$ cat src/pkg/timer_rb_pkg.sv
// Purpose: constants for the timer read-back and null-count block
// Assumes: APB slave, 32-bit data, three counters
// Notes: register offsets are byte addresses of aligned words

package timer_rb_pkg;

    // ==========================================================
    // sizes
    localparam int NUM_CTR = 3;
    localparam int CNT_W = 16;
    localparam int BYTE_W = 8;
    localparam int MODE_W = 6;
    localparam int ADDR_W = 8;

    // ==========================================================
    // register offsets
    localparam logic [7:0] ADDR_CTRL = 8'h00;
    localparam logic [7:0] ADDR_CNT0 = 8'h04;
    localparam logic [7:0] ADDR_CNT1 = 8'h08;
    localparam logic [7:0] ADDR_CNT2 = 8'h0c;
    localparam logic [7:0] ADDR_NULL = 8'h10;

    // ==========================================================
    // control word and read-back command fields
    localparam int CW_SEL_HI = 7;
    localparam int CW_SEL_LO = 6;
    localparam int CW_RL_HI = 5;
    localparam int CW_RL_LO = 4;
    localparam int RB_CNT_N = 5;
    localparam int RB_STAT_N = 4;
    localparam int RB_SEL_LO = 1;
    localparam int MODE_RL_HI = 5;
    localparam int MODE_RL_LO = 4;
    localparam logic [1:0] SEL_READBACK = 2'h3;
    localparam logic [1:0] RL_LATCH = 2'h0;
    localparam logic [1:0] RL_LSB = 2'h1;
    localparam logic [1:0] RL_MSB = 2'h2;
    localparam logic [1:0] RL_BOTH = 2'h3;

    // ==========================================================
    // reset values
    localparam logic [5:0] MODE_RESET = 6'h30;
    localparam logic NULL_RESET = 1'b1;
    localparam logic [15:0] CR_RESET = 16'h0000;

endpackage

$ cat src/hw/latch_slot.sv
// Purpose: one latch that keeps its first captured value until released
// Assumes: capture and release never arrive in the same cycle
// Notes: a capture while full is ignored

`timescale 1ns/10ps

module latch_slot #(
    parameter int WIDTH = 8
) (
    input wire logic pclk,
    input wire logic presetn,
    input wire logic capture,
    input wire logic release_latch,
    input wire logic [WIDTH-1:0] value_in,
    output logic full,
    output logic [WIDTH-1:0] value
);

    typedef struct packed {
        logic full;
        logic [WIDTH-1:0] value;
    } slot_s;

    slot_s q;
    slot_s d;

    // ==========================================================
    // next state
    always_comb begin
        d = q;
        if (release_latch) begin
            d.full = 1'b0;
        end else if (capture && !q.full) begin
            d.full = 1'b1;
            d.value = value_in;
        end
    end

    always_ff @(posedge pclk or negedge presetn) begin
        if (!presetn) begin
            q <= '0;
        end else begin
            q <= d;
        end
    end

    assign full = q.full;
    assign value = q.value;

endmodule // latch_slot

$ cat src/hw/timer_readback.sv
// Purpose: read-back latching and null-count tracking of a three-counter
//          interval timer, reached over APB
// Assumes: counting elements sit outside and report loads and outputs
// Notes: pready is always high; read data is sampled in the setup cycle
//
// Function
// programming a counter's control word sets its null-count flag
// count write sets null-count; two-byte format sets it on second byte
// transfer of holding count into counting element clears null-count
// each counter has its own independent null-count flag
// further status latches ignored while latched status is unread
// read-back with both latch bits zero latches count and status
// repeated latch of an unread item is ignored, first value kept
// with both latched, first read returns the status byte
// after status, next one or two reads return latched count
// multi-counter read-back latches each selected counter not already full
// read-back: bit5 low count, bit4 low status, bits3..1 select counters
// status byte: output pin bit7, null-count bit6, mode bits 5..0
// reading every byte of a latch releases it for new latches

`timescale 1ns/10ps

module timer_readback (
    input wire logic pclk,
    input wire logic presetn,
    input wire logic psel,
    input wire logic penable,
    input wire logic pwrite,
    input wire logic [7:0] paddr,
    input wire logic [31:0] pwdata,
    output logic [31:0] prdata,
    output logic pready,
    output logic pslverr,
    input wire logic [2:0][15:0] ce_count,
    input wire logic [2:0] ce_load,
    input wire logic [2:0] out_pin,
    output logic [2:0][15:0] count_holding_register,
    output logic [2:0] cr_written,
    output logic [2:0][5:0] ctrl_mode,
    output logic [2:0] null_count
);

    // ==========================================================
    // state
    typedef struct packed {
        logic [5:0] mode;
        logic null_flag;
        logic rd_msb;
        logic wr_msb;
        logic [15:0] cr;
    } counter_s;

    typedef struct packed {
        counter_s [2:0] ctr;
        logic [2:0] written;
        logic [7:0] rdata;
    } state_s;

    state_s q;
    state_s d;

    // ==========================================================
    // bus decode
    logic setup;
    logic acc_wr;
    logic acc_rd;
    logic addr_ok;
    logic is_cnt;
    logic [1:0] cnt_idx;
    logic [7:0] wbyte;
    logic [1:0] cw_sel;
    logic [1:0] cw_rl;
    logic readback;
    logic [2:0] rb_sel;

    assign setup = psel && !penable;
    assign acc_wr = psel && penable && pwrite && addr_ok;
    assign acc_rd = psel && penable && !pwrite && addr_ok;
    assign is_cnt = (paddr == timer_rb_pkg::ADDR_CNT0)
                 || (paddr == timer_rb_pkg::ADDR_CNT1)
                 || (paddr == timer_rb_pkg::ADDR_CNT2);
    assign addr_ok = is_cnt || (paddr == timer_rb_pkg::ADDR_CTRL)
                  || (paddr == timer_rb_pkg::ADDR_NULL);
    assign cnt_idx = 2'(paddr[7:2] - 6'h01);
    assign wbyte = pwdata[7:0];
    assign cw_sel = wbyte[timer_rb_pkg::CW_SEL_HI:timer_rb_pkg::CW_SEL_LO];
    assign cw_rl = wbyte[timer_rb_pkg::CW_RL_HI:timer_rb_pkg::CW_RL_LO];
    assign readback = acc_wr && (paddr == timer_rb_pkg::ADDR_CTRL)
                   && (cw_sel == timer_rb_pkg::SEL_READBACK);
    assign rb_sel = wbyte[timer_rb_pkg::RB_SEL_LO +: 3];

    // ==========================================================
    // latch requests and releases per counter
    logic [2:0] cnt_cap;
    logic [2:0] st_cap;
    logic [2:0] cnt_rel;
    logic [2:0] st_rel;
    logic [2:0] cnt_full;
    logic [2:0] st_full;
    logic [2:0][15:0] cnt_val;
    logic [2:0][7:0] st_val;
    logic [2:0][7:0] st_now;
    logic [2:0] prog_wr;
    logic [2:0] cnt_wr;
    logic [2:0] cnt_rd;

    always_comb begin
        for (int i = 0; i < timer_rb_pkg::NUM_CTR; i++) begin
            prog_wr[i] = acc_wr && (paddr == timer_rb_pkg::ADDR_CTRL)
                      && (cw_sel == 2'(i));
            cnt_wr[i] = acc_wr && is_cnt && (cnt_idx == 2'(i));
            cnt_rd[i] = acc_rd && is_cnt && (cnt_idx == 2'(i));
            // read-back encoding
            // both latch bits low latch both items
            // each selected counter asks separately
            cnt_cap[i] = (readback && rb_sel[i]
                         && !wbyte[timer_rb_pkg::RB_CNT_N])
                      || (prog_wr[i] && cw_rl == timer_rb_pkg::RL_LATCH);
            st_cap[i] = readback && rb_sel[i]
                     && !wbyte[timer_rb_pkg::RB_STAT_N];
            // status byte layout
            st_now[i] = {out_pin[i], q.ctr[i].null_flag, q.ctr[i].mode};
        end
    end

    // release after the last byte; the count latch is also released on reprogramming
    always_comb begin
        for (int i = 0; i < timer_rb_pkg::NUM_CTR; i++) begin
            st_rel[i] = cnt_rd[i] && st_full[i];
            cnt_rel[i] = (cnt_rd[i] && !st_full[i]
                         && (q.ctr[i].rd_msb
                             || q.ctr[i].mode[timer_rb_pkg::MODE_RL_HI:
                                              timer_rb_pkg::MODE_RL_LO]
                                != timer_rb_pkg::RL_BOTH))
                      || (prog_wr[i] && cw_rl != timer_rb_pkg::RL_LATCH);
        end
    end

    // ==========================================================
    // latch slots
    for (genvar g = 0; g < 3; g++) begin : g_ctr
        // count latch keeps its first value
        latch_slot #(
            .WIDTH(timer_rb_pkg::CNT_W)
        ) u_count (
            .pclk(pclk),
            .presetn(presetn),
            .capture(cnt_cap[g]),
            .release_latch(cnt_rel[g]),
            .value_in(ce_count[g]),
            .full(cnt_full[g]),
            .value(cnt_val[g])
        );
        // status latch keeps its first value
        latch_slot #(
            .WIDTH(timer_rb_pkg::BYTE_W)
        ) u_status (
            .pclk(pclk),
            .presetn(presetn),
            .capture(st_cap[g]),
            .release_latch(st_rel[g]),
            .value_in(st_now[g]),
            .full(st_full[g]),
            .value(st_val[g])
        );
    end

    // ==========================================================
    // read data selection
    logic [7:0] rd_byte;
    logic [15:0] rd_cnt;
    logic [1:0] rd_rl;
    logic [7:0] null_bits;

    always_comb begin
        rd_byte = 8'h00;
        rd_cnt = 16'h0000;
        rd_rl = timer_rb_pkg::RL_LSB;
        null_bits = 8'h00;
        for (int i = 0; i < timer_rb_pkg::NUM_CTR; i++) begin
            null_bits[i] = q.ctr[i].null_flag;
        end
        if (is_cnt && cnt_idx < 2'd3) begin
            rd_rl = q.ctr[cnt_idx].mode[timer_rb_pkg::MODE_RL_HI:
                                        timer_rb_pkg::MODE_RL_LO];
            rd_cnt = cnt_full[cnt_idx] ? cnt_val[cnt_idx]
                                       : ce_count[cnt_idx];
            if (st_full[cnt_idx]) begin
                // status goes out first
                rd_byte = st_val[cnt_idx];
            end else begin
                // count bytes follow in the programmed format
                unique case (rd_rl)
                    timer_rb_pkg::RL_MSB: rd_byte = rd_cnt[15:8];
                    timer_rb_pkg::RL_BOTH: begin
                        rd_byte = q.ctr[cnt_idx].rd_msb ? rd_cnt[15:8]
                                                        : rd_cnt[7:0];
                    end
                    default: rd_byte = rd_cnt[7:0];
                endcase
            end
        end else if (paddr == timer_rb_pkg::ADDR_NULL) begin
            rd_byte = null_bits;
        end
    end

    // ==========================================================
    // next state
    always_comb begin
        d = q;
        d.written = 3'b000;
        if (setup) begin
            d.rdata = rd_byte;
        end
        for (int i = 0; i < timer_rb_pkg::NUM_CTR; i++) begin
            // load into counting element clears
            // each flag moves on its own counter's events only
            if (ce_load[i]) begin
                d.ctr[i].null_flag = 1'b0;
            end
            if (prog_wr[i] && cw_rl != timer_rb_pkg::RL_LATCH) begin
                d.ctr[i].mode = wbyte[5:0];
                d.ctr[i].rd_msb = 1'b0;
                d.ctr[i].wr_msb = 1'b0;
                // programming sets null-count
                d.ctr[i].null_flag = 1'b1;
            end
            if (cnt_wr[i]) begin
                unique case (q.ctr[i].mode[timer_rb_pkg::MODE_RL_HI:
                                           timer_rb_pkg::MODE_RL_LO])
                    timer_rb_pkg::RL_LSB: begin
                        d.ctr[i].cr = {8'h00, wbyte};
                        d.written[i] = 1'b1;
                    end
                    timer_rb_pkg::RL_MSB: begin
                        d.ctr[i].cr = {wbyte, 8'h00};
                        d.written[i] = 1'b1;
                    end
                    timer_rb_pkg::RL_BOTH: begin
                        d.ctr[i].wr_msb = !q.ctr[i].wr_msb;
                        if (q.ctr[i].wr_msb) begin
                            d.ctr[i].cr[15:8] = wbyte;
                            d.written[i] = 1'b1;
                        end else begin
                            d.ctr[i].cr[7:0] = wbyte;
                        end
                    end
                    default: begin
                        d.written[i] = 1'b0;
                    end
                endcase
                // complete count write sets null-count
                if (d.written[i]) begin
                    d.ctr[i].null_flag = 1'b1;
                end
            end
            // two-byte reads alternate once the status is out
            if (cnt_rd[i] && !st_full[i]
                && q.ctr[i].mode[timer_rb_pkg::MODE_RL_HI:
                                 timer_rb_pkg::MODE_RL_LO]
                   == timer_rb_pkg::RL_BOTH) begin
                d.ctr[i].rd_msb = !q.ctr[i].rd_msb;
            end
        end
    end

    // ==========================================================
    // registers
    always_ff @(posedge pclk or negedge presetn) begin
        if (!presetn) begin
            for (int i = 0; i < timer_rb_pkg::NUM_CTR; i++) begin
                q.ctr[i].mode <= timer_rb_pkg::MODE_RESET;
                q.ctr[i].null_flag <= timer_rb_pkg::NULL_RESET;
                q.ctr[i].rd_msb <= 1'b0;
                q.ctr[i].wr_msb <= 1'b0;
                q.ctr[i].cr <= timer_rb_pkg::CR_RESET;
            end
            q.written <= 3'b000;
            q.rdata <= 8'h00;
        end else begin
            q <= d;
        end
    end

    // ==========================================================
    // outputs
    assign prdata = {24'h000000, q.rdata};
    assign pready = 1'b1;
    assign pslverr = psel && penable && !addr_ok;
    assign cr_written = q.written;

    always_comb begin
        for (int i = 0; i < timer_rb_pkg::NUM_CTR; i++) begin
            count_holding_register[i] = q.ctr[i].cr;
            ctrl_mode[i] = q.ctr[i].mode;
            null_count[i] = q.ctr[i].null_flag;
        end
    end

endmodule // timer_readback

$ cat config.mk
export PLATFORM = sky130hd
export DESIGN_NAME = timer_readback
export DESIGN_NICKNAME = d
export VERILOG_FILES = /design/src/pkg/timer_rb_pkg.sv /design/src/hw/latch_slot.sv /design/src/hw/timer_readback.sv
export SDC_FILE = /design/constraint.sdc
export NUM_CORES = 1
export LEC_CHECK = 0
export ABC_AREA = 1
export BUFFER_PORTS_ARGS = -buffer_cell sky130_fd_sc_hd__buf_2
export CAP_MARGIN = 20
export CORE_MARGIN = 4
export CORE_UTILIZATION = 55
export CTS_CLUSTER_DIAMETER = 120
export DETAILED_ROUTE_END_ITERATION = 8
export PLACE_DENSITY_LB_ADDON = 0.2
export SETUP_SLACK_MARGIN = 0.4
export SLEW_MARGIN = 5
export SYNTH_ARGS = -nofsm -noshare
export SYNTH_HDL_FRONTEND = slang
export SYNTH_SLANG_ARGS = --single-unit
$ cat constraint.sdc
create_clock -name pclk -period 2.55 [get_ports pclk]
set_clock_uncertainty 0.2 [all_clocks]
set_input_delay 0.51 -clock pclk [delete_from_list [all_inputs] [get_ports pclk]]
set_output_delay 0.51 -clock pclk [all_outputs]
set_load 0.02 [all_outputs]
==> metrics.cfg <==
[route]
detail_route.wl_per_cell_um=16.45
vias=8105
first_pass_iters=6
routed_wirelength_um=25240
post-route-drc-count=0
drtIter0Drc=777
vias_per_instance=5.284
postRouteAntennaNets=0

[synthesis]
syn_area_per_cell_um2=7.746
synth_adder_area_share=0.01894
synth-compound-area-share=0.1154
area_of_the_mapped_netlist_um2=9249
synthesis.yosys.warnings=0
netlist.area_leader.share=0.4194
yosysTopAreaCell=sky130_fd_sc_hd__dfrtp_1
number_of_synthesized_flops_with_an_enable_pin=0
synth.mux.area_fraction=0
synth_most_common_cell=sky130_fd_sc_hd__nand2_1
syn_inst=1194
combinational_family_with_the_most_area_after_synthesis=simple AND/OR/NAND/NOR gates
synth_seq_cells=164
async_reset_ff_frac=1.000
synth_top_cells_by_area=sky130_fd_sc_hd__dfrtp_1, sky130_fd_sc_hd__nand2_1, sky130_fd_sc_hd__buf_4, sky130_fd_sc_hd__nand3_1, sky130_fd_sc_hd__o21ai_1
ys_seq_area_frac=0.4449
synth_top_cells_by_count=sky130_fd_sc_hd__nand2_1, sky130_fd_sc_hd__dfrtp_1, sky130_fd_sc_hd__buf_4, sky130_fd_sc_hd__nand3_1, sky130_fd_sc_hd__inv_1
synth_simple_gate_area_share=0.2654
synth_cell_type_count=44
synthFlopType=sky130_fd_sc_hd__dfrtp_1
area_share_of_xor_xnor_cells_in_the_synthesized_design=0

[cells_and_area]
utilization=0.6442
final_net_count=1414
final_antenna_diode_count=0
flow.area_growth_from_synthesis_pct=15.10
final_design_area_no_fill_um2=10650
layout-drive-gt1-share=0.2382

[clock_network]
clock_insertion_delay_worst_skew_ns=0.44
cts.clk_slew.worst_paths_ns=0.07
clock_tree.buffer_depth=2
clock_sinks=164
h-tree-depth=4
numCtsBuffers=17
cts_root_buf=sky130_fd_sc_hd__clkbuf_16
tritoncts_clock_tree=yes

[worst_setup_path]
reg2reg_slack_ns=0.50
worst-setup-path-type=primary input to output pin
timing.critical_path.to_type=output pin
critPathRequiredTime_ns=1.84
ff2ff_path_depth=12
worstPathArrival_ns=1.71
setup.worst_path.start_class=primary input
timing.critical_path.from=paddr[2]
reg2reg_from=ctrl_mode[11]$_DFFE_PN1P_
crit_fanout=4

[grt]
overflow=0
maximum_number_of_pins_on_one_net_before_global_route_repair=57
grt_usage=0.2741
antenna_found_initial=0
grt_first_pass_wirelength_um=39890
grt_pass1_vias=7610

[power]
power_density_nw_per_um2=538.6
cellInternalPower_w=0.004107
share_clk_of_total_power=0.443
peakVddDrop_v=0.0005296
sw_frac_of_total=0.2837
comb_power_share=0.100
switching_power_of_the_nets_w=0.001627
power_leakage_nw=5.677
seq_power_share=0.456

[placed_design]
place.gp.congestion=0.9123
placedInstanceArea_um2=9923
place.port_buffers=155
hpwl_um=18130
place_ws_ns=-0.1233

[sta]
finalHoldViolCount=0
fin_worst_hold_slack_ns=0.06389
maxSlewHeadroom=0.6208
tightestPinTransition_ns=0.5688
min_period_over_period=0.9507
drv_slew=0
finalCriticalPeriod_ns=2.424
worst_slack_ns=0.1257
fmax_ghz=0.4125
grt_setup_unrepaired=yes
finalSetupViolations=0

[floorplan]
die-height_um=137.7
core_region_area_um2=16520
start_util=0.5597
rows=47
ioPinCount=205
design.die.area_um2=18950
die_x_um=137.7

[job]
maxCapViolations=0

[status]
run_status=finished, final reports clean

[worst_hold_path]
holdCritPathClass=primary input to register
hp-start=ce_load[0]
worstHoldPathCells=2

## critical path: stages
cell and delay, ns:
sky130_fd_sc_hd__buf_12 0.12, sky130_fd_sc_hd__ha_2 0.18, sky130_fd_sc_hd__or3_4 0.36, sky130_fd_sc_hd__nand2_2 0.10
sky130_fd_sc_hd__inv_2 0.05, sky130_fd_sc_hd__nor4_4 0.21, sky130_fd_sc_hd__buf_4 0.18
## logic make-up (layout without fill, tap and decap cells)
family | count (synthesis) | in the layout
simple gates | 564 | 564
buf+inv | 257 | 354
compound gates | 193 | 193
flops | 164 | 164
fa+ha+maj | 14 | 14
other cells | 2 | 25
## power by group through the flow
stage | registers (W) | clock network [W] | logic (W)
finish | 0.00262 | 0.00254 | 0.000576
floorplan | 0.00266 | 0 | 0.000332
global route | 0.00262 | 0.00269 | 0.000635
global placement | 0.00267 | 0 | 0.000547
CTS | 0.00262 | 0.00258 | 0.000564
detailed placement | 0.00267 | 0 | 0.000554
## flip-flops by register name, indices dropped and copies added, names as in the netlist
register,cells
count_holding_register,48
cr_written,3
ctrl_mode,18
g_ctr.u_count.full,3
g_ctr.u_count.value,48
g_ctr.u_status.full,3
g_ctr.u_status.value,24
null_count,3
prdata,8
q,6
## routing by layer
metal | routed length [µm] | GRT usage | vias to the layer above | part of all wire
met5 | 0 | 0 | - | 0
met4 | 561 | 0.08426 | 0 | 0.022
met3 | 1848 | 0.05551 | 52 | 0.073
met2 | 11630 | 0.4100 | 329 | 0.46
met1 | 11200 | 0.4021 | 3794 | 0.44
li1 | - | - | 3930 | -
## repair_timing
action,CTS,global route
setup buffers,2,6
endpoints found under the hold margin,45,0
hold buffers,1,0
gates resized for setup,11,11
pin swaps,3,1
endpoints found under the setup margin,9,16
## cell usage in the layout (no fill, tap or decap), types with 5 or more instances in the layout
| master | synthesis | layout |
|---|---|---|
| sky130_fd_sc_hd__nand3b_1 | 9 | 9 |
| sky130_fd_sc_hd__a22oi_1 | 12 | 12 |
| sky130_fd_sc_hd__o21ai_0 | 54 | 54 |
| sky130_fd_sc_hd__o31ai_1 | 8 | 8 |
| sky130_fd_sc_hd__nand2_1 | 350 | 342 |
| sky130_fd_sc_hd__nand3_1 | 99 | 99 |
| sky130_fd_sc_hd__buf_12 | 0 | 6 |
| sky130_fd_sc_hd__conb_1 | 2 | 25 |
| sky130_fd_sc_hd__clkbuf_16 | 0 | 17 |
| sky130_fd_sc_hd__inv_1 | 93 | 90 |
| sky130_fd_sc_hd__buf_2 | 18 | 151 |
| sky130_fd_sc_hd__inv_8 | 0 | 5 |
| sky130_fd_sc_hd__inv_6 | 0 | 7 |
| sky130_fd_sc_hd__a21oi_1 | 36 | 35 |
| sky130_fd_sc_hd__dfstp_2 | 9 | 9 |
| sky130_fd_sc_hd__nand2_2 | 4 | 9 |
| sky130_fd_sc_hd__nor2_1 | 67 | 66 |
| sky130_fd_sc_hd__buf_4 | 109 | 56 |
| sky130_fd_sc_hd__dfrtp_1 | 155 | 155 |
| sky130_fd_sc_hd__o21ai_1 | 70 | 70 |
| sky130_fd_sc_hd__ha_1 | 14 | 10 |
| sky130_fd_sc_hd__a211oi_1 | 5 | 5 |
| sky130_fd_sc_hd__nand2_4 | 4 | 7 |
| sky130_fd_sc_hd__inv_2 | 6 | 7 |
| sky130_fd_sc_hd__nand4_1 | 9 | 9 |
## layout make-up
cell class                      count  area, µm²
Fill cell                        1458       5879
Sequential cell                   164       4115
Inverter                          103      407.9
Tap cell                          220      275.3
Multi-Input combinational cell    796       3899
Clock inverter                     15      156.4
Clock buffer                       17      425.4
Timing Repair Buffer              219       1366
## through the flow
stage | cells | setup TNS, ns | power (W)
after CTS | 1528 | 0 | 0.005756
after global placement | 1493 | -0.2660 | 0.003213
final | 1534 | 0 | 0.005734
after global routing | 1534 | 0 | 0.005944
after floorplan | 1217 | 0 | 0.002996
after detailed placement | 1493 | -0.7913 | 0.003219
## path summary, 6_finish.rpt
path | to
max in group asynchronous | count_holding_register[23]$_DFFE_PN0P_
min in group asynchronous | g_ctr[0].u_count.value[4]$_DFFE_PN0P_
setup reg to reg | prdata[5]$_DFFE_PN0P_
hold / removal | null_count[0]$_DFF_PN1_
setup / recovery | pslverr
hold reg to reg | g_ctr[1].u_count.value[11]$_DFFE_PN0P_
No activity file was read; power rests on OpenSTA's default activity.
